--- src/aop_pkg.sv ---
// Package: constants and carrier types for the converter output port block
package aop_pkg;
    // Result word
    localparam int RESULT_W = 16;
    localparam int BYTE_W = 8;
    localparam int FIFO_DEPTH = 16;

    // Clock and serial timing
    localparam int CLK_PERIOD_NS = 4;
    localparam int SCLK_BASE_PERIOD_NS = 8;
    // Half period of the fastest internal serial clock, rounded up, never below one cycle
    localparam int SCLK_HALF_RAW = (SCLK_BASE_PERIOD_NS / 2 + CLK_PERIOD_NS - 1) / CLK_PERIOD_NS;
    localparam int SCLK_HALF_CYC = (SCLK_HALF_RAW < 1) ? 1 : SCLK_HALF_RAW;
    localparam int HALF_CNT_W = 5;
    localparam int BIT_CNT_W = 4;
    localparam logic [BIT_CNT_W-1:0] LAST_BIT = 4'hF;

    // Positions in the synchronised pin vector
    localparam int SY_DIV0 = 0;
    localparam int SY_DIV1 = 1;
    localparam int SY_CLK_EXT = 2;
    localparam int SY_FRAME_INV = 3;
    localparam int SY_CLK_INV = 4;
    localparam int SY_RDC = 5;
    localparam int SY_HALF_SWAP = 6;
    localparam int SY_CODE_BIN = 7;
    localparam int SY_PORT_SER = 8;
    localparam int SY_CS_B = 9;
    localparam int SY_SCLK = 10;
    localparam int SY_W = 11;
    // Idle level of the synchronisers: chip select deasserted, rest low
    localparam logic [SY_W-1:0] SY_RESET = 11'h200;

    // Data-bus pin positions that change role in serial mode
    localparam int PIN_DIV_LO = 2;
    localparam int PIN_CLK_EXT = 4;
    localparam int PIN_FRAME_INV = 5;
    localparam int PIN_CLK_INV = 6;
    localparam int PIN_RDC = 7;
    localparam int PIN_SERIAL_DATA_OUT = 8;

    // Reset values
    localparam logic [RESULT_W-1:0] WORD_RESET = 16'h0000;

    // Static configuration carried as one bundle
    typedef struct packed {
        logic port_serial;
        logic half_swap;
        logic code_binary;
        logic clk_ext;
        logic frame_inv;
        logic clk_inv;
        logic read_during_convert_select;
        logic [1:0] div_sel;
    } aop_cfg_s;

    localparam aop_cfg_s CFG_RESET = '0;

    // Serial engine states
    typedef enum logic [1:0] {
        ST_IDLE = 2'b00,
        ST_MSHIFT = 2'b01,
        ST_SSHIFT = 2'b10
    } aop_state_e;
endpackage : aop_pkg

--- src/aop_port.sv ---
// Converter output port: strap decoding, parallel bus and serial shifter
// Operation
// Half-swap high puts low byte on upper lane
// Code format low inverts result MSB
// Serial select enables serial, tristates unused bits
// Pins two and three become divider inputs serially
// Divider slows clock only in master read-after-convert
// Divider pins high impedance in other serial modes
// Pin four selects master or slave clock
// Master mode drives internal serial clock out; the code drives it only while chip select is low
// Slave mode follows external clock, gated by select
// Pin five sets frame sync polarity
// Frame polarity low means frame sync active high
// Pin six inverts serial clock in serial modes
// Pins zero and one always parallel result bits; in serial mode the code drives them but holds them low
// Read-during-convert shifts previous result during conversion
// Serial result shifted out MSB first
// Slave updates data on rising or falling edge
// Host keeps straps static between conversions
`timescale 1ns/1ps
`default_nettype none
module aop_port
    import aop_pkg::*;
#(
    parameter int WIDTH = RESULT_W,
    parameter int DEPTH = FIFO_DEPTH
) (
    input wire logic clk_i,
    input wire logic rst_b_i,
    input wire logic result_valid_i,
    output logic result_ready_o,
    input wire logic [RESULT_W-1:0] result_data_i,
    input wire logic converting_i,
    input wire logic half_swap_select_i,
    input wire logic code_format_select_i,
    input wire logic port_type_select_i,
    input wire logic chip_select_b_i,
    input wire logic [RESULT_W-1:0] data_bus_i,
    output logic [RESULT_W-1:0] data_bus_o,
    output logic [RESULT_W-1:0] data_bus_oe_o,
    input wire logic serial_clock_i,
    output logic serial_clock_o,
    output logic serial_clock_oe_o,
    output logic frame_sync_o,
    output logic frame_sync_oe_o
);
    logic [SY_W-1:0] sync1;
    logic [SY_W-1:0] sync2;
    logic cs_b_prev;
    logic sclk_prev;
    aop_cfg_s cfg;
    logic fifo_valid;
    logic fifo_pop;
    logic [RESULT_W-1:0] fifo_data;
    logic [RESULT_W-1:0] par_word;
    logic [RESULT_W-1:0] shreg;
    logic [BIT_CNT_W-1:0] bit_cnt;
    logic [HALF_CNT_W-1:0] half_cnt;
    logic [HALF_CNT_W-1:0] half_len;
    logic sclk_int;
    aop_state_e state;
    logic master_on;
    logic slave_on;
    logic par_pop;
    logic m_start;
    logic s_start;
    logic load;
    logic cs_fall;
    logic act_edge;
    logic half_done;

    // Apply the output code to a raw result
    function automatic logic [RESULT_W-1:0] fmt_word(input logic [RESULT_W-1:0] w,
                                                     input logic binary);
        fmt_word = {w[RESULT_W-1] ^ ~binary, w[RESULT_W-2:0]};
    endfunction : fmt_word

    // Half period of the internal serial clock in system cycles
    function automatic logic [HALF_CNT_W-1:0] half_period(input logic [1:0] sel,
                                                          input logic read_during_convert_select);
        logic [HALF_CNT_W-1:0] base;
        base = HALF_CNT_W'(SCLK_HALF_CYC);
        half_period = read_during_convert_select ? base : base << sel;
    endfunction : half_period

    aop_fifo #(
        .WIDTH(WIDTH),
        .DEPTH(DEPTH)
    ) u_fifo (
        .clk_i(clk_i),
        .rst_b_i(rst_b_i),
        .in_valid_i(result_valid_i),
        .in_ready_o(result_ready_o),
        .in_data_i(result_data_i),
        .out_valid_o(fifo_valid),
        .out_ready_i(fifo_pop),
        .out_data_o(fifo_data)
    );

    // Every pin input is asynchronous here, so all pass two flops first
    always_ff @(posedge clk_i or negedge rst_b_i) begin
        if (!rst_b_i) begin
            sync1 <= SY_RESET;
            sync2 <= SY_RESET;
        end else begin
            sync1 <= {serial_clock_i, chip_select_b_i, port_type_select_i,
                      code_format_select_i, half_swap_select_i,
                      data_bus_i[PIN_RDC:PIN_DIV_LO]};
            sync2 <= sync1;
        end
    end

    // Edge history and the decoded configuration bundle
    always_ff @(posedge clk_i or negedge rst_b_i) begin
        if (!rst_b_i) begin
            cs_b_prev <= 1'b1;
            sclk_prev <= 1'b0;
            cfg <= CFG_RESET;
        end else begin
            cs_b_prev <= sync2[SY_CS_B];
            sclk_prev <= sync2[SY_SCLK];
            cfg.port_serial <= sync2[SY_PORT_SER];
            cfg.half_swap <= sync2[SY_HALF_SWAP];
            cfg.code_binary <= sync2[SY_CODE_BIN];
            cfg.clk_ext <= sync2[SY_CLK_EXT];
            cfg.frame_inv <= sync2[SY_FRAME_INV];
            cfg.clk_inv <= sync2[SY_CLK_INV];
            cfg.read_during_convert_select <= sync2[SY_RDC];
            cfg.div_sel <= sync2[SY_DIV1:SY_DIV0];
        end
    end

    // Mode decode; straps are assumed static while a word is in flight
    assign master_on = cfg.port_serial && !cfg.clk_ext;
    assign slave_on = cfg.port_serial && cfg.clk_ext;
    assign cs_fall = cs_b_prev && !sync2[SY_CS_B];
    assign act_edge = cfg.clk_inv ? (sclk_prev && !sync2[SY_SCLK])
                                  : (!sclk_prev && sync2[SY_SCLK]);
    assign half_len = half_period(cfg.div_sel, cfg.read_during_convert_select);
    assign half_done = (half_cnt == half_len - 1'b1);

    // Master starts inside or after the conversion as the read mode asks
    assign m_start = master_on && !sync2[SY_CS_B] && fifo_valid && (state == ST_IDLE)
                     && (converting_i == cfg.read_during_convert_select);
    assign s_start = slave_on && cs_fall && fifo_valid && (state == ST_IDLE);
    assign load = m_start || s_start;
    assign par_pop = !cfg.port_serial && fifo_valid;
    // Serial drain waits for the shifter, so a slow host backs up the FIFO
    assign fifo_pop = par_pop || load;

    // Parallel result register
    always_ff @(posedge clk_i or negedge rst_b_i) begin
        if (!rst_b_i) begin
            par_word <= WORD_RESET;
        end else if (par_pop) begin
            par_word <= fmt_word(fifo_data, cfg.code_binary);
        end
    end

    // Serial engine: master clock generation and slave edge following
    always_ff @(posedge clk_i or negedge rst_b_i) begin
        if (!rst_b_i) begin
            state <= ST_IDLE;
            shreg <= WORD_RESET;
            bit_cnt <= '0;
            half_cnt <= '0;
            sclk_int <= 1'b0;
        end else begin
            unique case (state)
                ST_IDLE: begin
                    if (load) begin
                        shreg <= fmt_word(fifo_data, cfg.code_binary);
                        bit_cnt <= '0;
                        half_cnt <= '0;
                        sclk_int <= 1'b0;
                        state <= m_start ? ST_MSHIFT : ST_SSHIFT;
                    end
                end
                ST_MSHIFT: begin
                    if (half_done) begin
                        half_cnt <= '0;
                        sclk_int <= !sclk_int;
                        if (sclk_int) begin
                            if (bit_cnt == LAST_BIT) begin
                                state <= ST_IDLE;
                            end else begin
                                shreg <= {shreg[RESULT_W-2:0], 1'b0};
                                bit_cnt <= bit_cnt + 1'b1;
                            end
                        end
                    end else begin
                        half_cnt <= half_cnt + 1'b1;
                    end
                end
                ST_SSHIFT: begin
                    // Losing chip select abandons the word
                    if (sync2[SY_CS_B]) begin
                        state <= ST_IDLE;
                    end else if (act_edge) begin
                        if (bit_cnt == LAST_BIT) begin
                            state <= ST_IDLE;
                        end else begin
                            shreg <= {shreg[RESULT_W-2:0], 1'b0};
                            bit_cnt <= bit_cnt + 1'b1;
                        end
                    end
                end
                default: begin
                    state <= ST_IDLE;
                end
            endcase
        end
    end

    // Data bus value: byte lanes in parallel, shifter MSB on the data pin in serial
    always_comb begin
        if (cfg.port_serial) begin
            data_bus_o = '0;
            data_bus_o[PIN_SERIAL_DATA_OUT] = shreg[RESULT_W-1];
        end else if (cfg.half_swap) begin
            data_bus_o = {par_word[BYTE_W-1:0], par_word[RESULT_W-1:BYTE_W]};
        end else begin
            data_bus_o = par_word;
        end
    end

    // Data bus enables; configuration pins are never driven in serial mode
    always_comb begin
        if (cfg.port_serial) begin
            data_bus_oe_o = '0;
            data_bus_oe_o[PIN_SERIAL_DATA_OUT] = !sync2[SY_CS_B];
            data_bus_oe_o[1:0] = 2'h3;
        end else begin
            data_bus_oe_o = '1;
        end
    end

    // Serial clock pin: driven by the master, an input in slave mode
    assign serial_clock_o = sclk_int ^ cfg.clk_inv;
    assign serial_clock_oe_o = master_on && !sync2[SY_CS_B];
    // Frame sync marks the master shift window with the chosen polarity
    assign frame_sync_o = (state == ST_MSHIFT) ^ cfg.frame_inv;
    assign frame_sync_oe_o = master_on && !sync2[SY_CS_B];
endmodule : aop_port
`default_nettype wire

--- src/aop_fifo.sv ---
// Result FIFO between the conversion engine and the output port
`timescale 1ns/1ps
`default_nettype none
module aop_fifo #(
    parameter int WIDTH = 16,
    parameter int DEPTH = 16
) (
    input wire logic clk_i,
    input wire logic rst_b_i,
    input wire logic in_valid_i,
    output logic in_ready_o,
    input wire logic [WIDTH-1:0] in_data_i,
    output logic out_valid_o,
    input wire logic out_ready_i,
    output logic [WIDTH-1:0] out_data_o
);
    localparam int AW = $clog2(DEPTH);

    logic [WIDTH-1:0] mem [DEPTH];
    logic [AW-1:0] wr_ptr;
    logic [AW-1:0] rd_ptr;
    logic [AW:0] count;
    logic push;
    logic pop;

    // Full and empty come straight from the occupancy count
    assign in_ready_o = (count != (AW+1)'(DEPTH));
    assign out_valid_o = (count != '0);
    assign push = in_valid_i && in_ready_o;
    assign pop = out_valid_o && out_ready_i;
    assign out_data_o = mem[rd_ptr];

    // Storage has no reset; only the pointers and the count are reset
    always_ff @(posedge clk_i) begin
        if (push) begin
            mem[wr_ptr] <= in_data_i;
        end
    end

    // Pointers and count
    always_ff @(posedge clk_i or negedge rst_b_i) begin
        if (!rst_b_i) begin
            wr_ptr <= '0;
            rd_ptr <= '0;
            count <= '0;
        end else begin
            if (push) begin
                wr_ptr <= (wr_ptr == AW'(DEPTH - 1)) ? '0 : wr_ptr + 1'b1;
            end
            if (pop) begin
                rd_ptr <= (rd_ptr == AW'(DEPTH - 1)) ? '0 : rd_ptr + 1'b1;
            end
            count <= count + (AW+1)'(push) - (AW+1)'(pop);
        end
    end
endmodule : aop_fifo
`default_nettype wire

--- config.mk ---
export PLATFORM = sky130hd
export DESIGN_NAME = aop_port
export DESIGN_NICKNAME = d
export VERILOG_FILES = /design/src/aop_pkg.sv /design/src/aop_port.sv /design/src/aop_fifo.sv
export SDC_FILE = /design/constraint.sdc
export NUM_CORES = 1
export LEC_CHECK = 0
export BUFFER_PORTS_ARGS = -buffer_cell sky130_fd_sc_hd__buf_2
export CAP_MARGIN = 20
export CORE_AREA = 4 4 193 195
export DETAILED_ROUTE_END_ITERATION = 10
export DIE_AREA = 0 0 197 199
export SETUP_SLACK_MARGIN = 0.3
export SYNTH_ARGS = -nofsm -noshare
export SYNTH_HDL_FRONTEND = slang
export SYNTH_SLANG_ARGS = --single-unit
--- constraint.sdc ---
create_clock -name clk_i -period 2.85 [get_ports clk_i]
set_input_delay 0.57 -clock clk_i [delete_from_list [all_inputs] [get_ports clk_i]]
set_output_delay 0.57 -clock clk_i [all_outputs]
set_load 0.05 [all_outputs]
Word-level counts from Yosys, hierarchy flattened
Memory sizes are Yosys's and may differ from the RTL's.
Index checks and enable logic that the tools add are counted.
{"block": "op_classes", "n_addsub": 7, "n_eq_ne": 14, "shift": 1, "n_mux": 37, "n_bitwise": 4, "n_reduce_logical": 31}
{"operator": "16-bit two-way mux", "n": 9}
{"operator": "16-bit case mux with 3 select lines", "n": 1}
{"operator": "4-bit two-way mux", "n": 8}
{"operator": "1-bit logical AND", "n": 15}
{"operator": "5-bit two-way mux", "n": 3}
{"operator": "2-bit two-way mux", "n": 7}
{"operator": "4-bit by 1-bit adder with 4-bit output, second input constant", "n": 3}
{"operator": "4-bit equality test, second input constant", "n": 3}
{"operator": "4-bit case mux with 3 select lines", "n": 1}
{"operator": "2-bit != test, second input constant", "n": 5}
{"operator": "5-bit case mux with 2 select lines", "n": 1}
{"operator": "1-bit logical NOT", "n": 6}
{"operator": "2-bit case mux with 3 select lines", "n": 1}
{"operator": "6-bit AND reduction", "n": 1}
{"operator": "5-bit by 1-bit adder with 5-bit output", "n": 1}
{"operator": "5-bit by 1-bit adder with 5-bit output, second input constant", "n": 1}
{"operator": "5-bit equality test", "n": 1}
{"operator": "1-bit two-way mux", "n": 5}
{"operator": "5-bit != test, second input constant", "n": 1}
{"operator": "5-bit nonzero test", "n": 1}
{"operator": "1-bit by 2-bit << shifter with 5-bit output, first input constant", "n": 1}
{"operator": "5-bit by 1-bit subtractor with 5-bit output", "n": 1}
{"operator": "5-bit by 1-bit subtractor with 5-bit output, second input constant", "n": 1}
{"operator": "4-bit AND reduction", "n": 1}
{"operator": "other kinds (13)", "n": 16}
{"block": "word_totals", "regBits": 90, "ram_bits": 256, "input_bits": 41, "out_inout_bits": 37, "elab_cells": 116, "n_memories": 1}
{"name": "u_fifo.mem", "depth": 16, "word_bits": 16, "rd": 1, "rd_ports_with_merged_regs": 0, "write_ports": 1, "line": "aop_fifo.sv:19", "rtl": "logic [WIDTH-1:0] mem [DEPTH];"}

Logic depth before layout (Yosys ltp)
{"block": "logic_depth", "word_depth": 10, "ltp_mapped": 15, "ltp_nobuf": 15}

Hierarchy
From an unflattened synthesis, not the netlist that was laid out.
{"block": "hier_totals", "cells_unflattened": 840, "hier_area_um2": 14172.3}
{"module": "aop_fifo", "n_inst": 1, "cells_each": 524, "area_per_inst_um2": 10640.2, "seq_area_each_um2": 8012.7}
{"module": "aop_port", "n_inst": 1, "cells_each": 316, "area_per_inst_um2": 3532.1, "seq_area_each_um2": 1930.6}

Worst setup path after synthesis
No wires, ideal clock.
{"block": "synth_path", "kind": "register -> register", "start": "register u_fifo.count[2]", "end": "memory u_fifo.mem[0][0] (enable)", "setup_time_ns": 0.409, "arrival_time_ns": 2.743, "required_ns": 2.441, "slack_ns": -0.302, "stages_incl_launch_ff": 8, "n_path_buf": 1, "synth_period_minus_slack_ns": 3.152, "path_cell_list": "dfrtp_1 -> inv_1 -> ha_1 -> nand4_1 -> and2_1 -> clkbuf_1 -> nand2_1 -> nor3_1"}
{"block": "synth_between", "elab_chain_cells": 4}
{"element": "start, declared", "line": "aop_fifo.sv:22", "rtl": "logic [AW:0] count;"}
{"element": "start signal, assigned", "line": "aop_fifo.sv:53", "rtl": "count <= count + (AW+1)'(push) - (AW+1)'(pop);"}
{"element": "5-bit != test", "line": "aop_fifo.sv:27", "rtl": "assign in_ready_o = (count != (AW+1)'(DEPTH));"}
{"element": "named net result_ready_o", "line": "aop_port.sv:31", "rtl": "output logic result_ready_o,"}
{"element": "1-bit logical AND", "line": "aop_fifo.sv:29", "rtl": "assign push = in_valid_i && in_ready_o;"}
{"element": "named net u_fifo.push", "line": "aop_fifo.sv:23", "rtl": "logic push;"}
{"element": "1-bit two-way mux", "line": "aop_fifo.sv:35", "rtl": "if (push) begin"}
{"element": "1-bit two-way mux (not written as such)", "line": "aop_fifo.sv:36", "rtl": "mem[wr_ptr] <= in_data_i;"}
{"element": "end, declared", "line": "aop_fifo.sv:19"}
The timed path passes the listed nets, and every way through them passes these cells.

Worst setup path after layout
{"block": "layout_path", "start": "register u_fifo.count[2]", "end": "register u_fifo.count[4]"}
{"block": "layout_between", "elab_chain_cells": 8, "elab_cells_between_ends": 14, "classes_between": "2 x add/sub; 1 x eq/ne; 11 x reduce/logical"}
{"element": "5-bit nonzero test *", "line": "aop_fifo.sv:28", "rtl": "assign out_valid_o = (count != '0);"}
{"element": "1-bit logical AND (2 in a row)", "line": "aop_port.sv:143", "rtl": "assign m_start = master_on && !sync2[SY_CS_B] && fifo_valid && (state == ST_IDLE)"}
{"element": "1-bit logical AND", "line": "aop_port.sv:144", "rtl": "&& (converting_i == cfg.read_during_convert_select);"}
{"element": "1-bit logical OR", "line": "aop_port.sv:146", "rtl": "assign load = m_start || s_start;"}
{"element": "1-bit logical OR", "line": "aop_port.sv:149", "rtl": "assign fifo_pop = par_pop || load;"}
{"element": "1-bit logical AND *", "line": "aop_fifo.sv:30", "rtl": "assign pop = out_valid_o && out_ready_i;"}
{"element": "named net u_fifo.pop", "line": "aop_fifo.sv:24", "rtl": "logic pop;"}
{"element": "5-bit by 1-bit subtractor with 5-bit output *", "line": "aop_fifo.sv:53"}
Mark *: on every way through the listed nets, which the timed path passes. The rest lies on a longest branch.
A chain may end at the register's enable or synchronous reset.

==> results.toml <==
[min_path]
hold_path_class = "input port to register"
worstHoldStart = "data_bus_i[5]"

[global_route]
grt_pass1_wl_mm = 44.1
antenna_found_initial = 1
grt_max_degree = 57
grt_pass1_vias = 7161
grt_overflow = 0
grt_usage_pct = 14.9

[job]
drv_cap = 0

[yosys]
synth_top_flop_cell = "edfxtp_1"
netlist_area_sq_mm = 0.0141
async_flop_share_pct = 26.0
postSynthCellCount = 760
synth_top_area_share_pct = 54.5
postSynthRegisterBits = 346
synth.most_common_cell = "edfxtp_1"
synth_edf_count = 256
yosysUniqueCellTypes = 52
seq_area_frac_synth_pct = 70.5
synth_common_cells = "256 x edfxtp_1, 87 x dfrtp_1, 66 x mux4_2"
synth.avg_cell_area_sq_um = 18.5
synth_top_area_cell = "edfxtp_1"
yosysWarningCount = 0
ys_top_cells_by_area = "edfxtp_1 55%, dfrtp_1 15%, mux4_2 11%"

[clock_network]
cts_root_buf = "clkbuf_16"
cts_tree = "built"
cts.sinks = 346
htreeDepth = 2
ctsLongestPathBuffers = 3
worstSkewPairLatency_ps = 540
cts_buffers = 39
clk_pin_slew_ps = 60

[place]
place_area_sq_mm = 0.0153
dp.cells = 1290
dpl.hpwl_mm = 18.5
gp_congestion = 0.780
portBuffers = 65

[cells_and_area]
nets = 950
diodes = 0
drive_gt1_share_pct = 39.4
area_growth_pct = 19.4
instances_no_fill = 1383
design_area_sq_mm = 0.0168

[timing]
rsz0062_at_grt = "yes"
setup_viol = 0
hold-worst-slack_ps = 140
hold_viol = 0
setup_tns_ps = 0
slew-limit-headroom_pct = 53.2
worstMarginPinSlew_ps = 682
fin_worst_skew_ps = 17.8
period_share_pct = 90.8
slew_viol_final = 0
fmax_mhz = 386
period_needed_ps = 2590

[drt]
route.detailed.drc = 0
first_pass_iters = 4
drt_iter0_drc = 428
vias = 7073
wl_mm = 28.5
routed_via_density = 5.11
drtAntennaViolNets = 0
wl_per_cell_um = 20.6

[power]
leakage_uw = 0.00620
peakVddDrop_mv = 0.598
switching_power_uw = 5450
pwr-share-comb_pct = 32.4
p_seq_share_pct = 38.1
swShare_pct = 30.9
clock_power_share_pct = 29.5
internal_power_uw = 12200
power_density_mw_per_mm2 = 1050

[floorplanning]
dieArea_sq_mm = 0.0392
core_area_sq_mm = 0.0354
fp.dieW_um = 197
die_h_um = 199
initial_core_util_pct = 39.8
row_count = 69
boundaryPins = 78

[critical_path]
crit_start = "u_fifo.count[2]"
reg2reg_slack_ps = 260
cp.arrival_ps = 3000
cp.required_ps = 3260
r2r_start = "u_fifo.count[2]"
cp-endpoint = "u_fifo.count[4]"
criticalPathCategory = "register to register"
r2r_cells = 15
cp_max_fo = 2
worstReg2RegEnd = "u_fifo.count[4]"
startpoint_type = "register"
end_kind = "register"

[status]
status = "completed"
[cells in the final DEF (no fill, tap or decap), types with 3 or more instances in the layout]
master     instances
buf_2             64
clkbuf_8           7
buf_12             7
inv_1             14
clkbuf_16         39
o2bb2ai_1          3
nand2_1           19
a22o_1             4
clkinv_2           9
xnor2_1            7
mux2_2            48
xor2_1             4
inv_2              6
o21ai_0           10
nor2_2            12
nand3_1           12
nor2_1            24
nor3_4             4
bufinv_16          5
dfstp_2            3
mux4_2            66
nand2b_1           5
ha_1              13
dfrtp_1           83
mux2i_1           62
nand4_1            6
a21oi_1            5
buf_4             66
clkbuf_1           5
edfxtp_1         256
[state kept, by name (all words and copies together), names as in the netlist, 5 cells and up]
signal and flops:
cfg 9, shreg 16, sync2 11, half_cnt 5, u_fifo.mem 256, u_fifo.count 5, par_word 16, sync1 11
[layout make-up]
cell class / count / area [sq um]
clock inverter: 21 / 280
tap: 461 / 577
timing repair buffer: 138 / 966
clock buffer: 51 / 1090
multi-input combinational: 345 / 3890
fill: 3011 / 18600
inverter: 21 / 80.1
sequential: 346 / 9950
[worst max-delay path: stages (launching register included)]
cell	delay, ps
dfrtp_1	360
inv_2	60
ha_4	160
nor4b_4	130
or3b_4	400
o22ai_4	150
ha_1	250
inv_1	60
ha_2	180
inv_2	40
fa_2	340
inv_2	60
a21oi_2	40
nor2_1	90
nor2_1	60
xnor2_1	110
[per-layer routing]
metal / wire length [um] / global-route usage (%) / up-vias
li1: - / - / 3217
met1: 13000 / 21.5 / 3664
met2: 13600 / 23.5 / 153
met3: 1310 / 2.71 / 39
met4: 554 / 4.06 / 0
met5: 0 / 0 / -
[cells by family (layout without fill, tap and decap cells)]
group	after synthesis	after routing	share of synthesized area (%)
muxes	177	177	18.9
adders and majority gates	18	18	1.65
buffers and inverters	70	231	2.81
DFF	346	346	70.5
and+or+nand+nor	97	97	3.41
AOI/OAI and AO/OA	40	40	1.99
xor gates and xnor gates	11	11	0.684
other	1	2	0.0266
[power by group through the flow]
stage | logic, uW | clock network, uW | registers, uW
6_report | 5720 | 5210 | 6720
5_1_grt | 6240 | 5600 | 6810
4_1_cts | 5680 | 5350 | 6770
3_5_place_dp | 5450 | 0 | 6900
3_3_place_gp | 5400 | 0 | 6880
2_1_floorplan | 4250 | 0 | 6520
[how the worst min path moves through the flow]
stage                 end  slack [ps]  depth (start not counted)
6_report         sync1[3]         140                          1
5_1_grt          sync1[4]         110                          1
4_1_cts          sync1[3]         110                          1
3_5_place_dp       cfg[4]         330                          0
3_3_place_gp     sync2[0]         330                          0
2_1_floorplan  bit_cnt[0]         270                          0
[timing repair]
action	4_1_cts	5_1_grt
resized for setup	7	5
hold buffers	1	0
pin swaps	9	8
setup endpoints to repair	6	75
setup buffers	10	10
hold endpoints to repair	5	0
[per-stage QoR]
stage               util, %  worst slack, ps  power, uW
floorplan                 -             96.2      10800
global placement       43.1              164      12300
detailed placement     43.1              149      12300
CTS                    47.3              206      17800
global route           47.6              123      18700
finish                 47.6              262      17700
(Power assumes the default switching activity.)
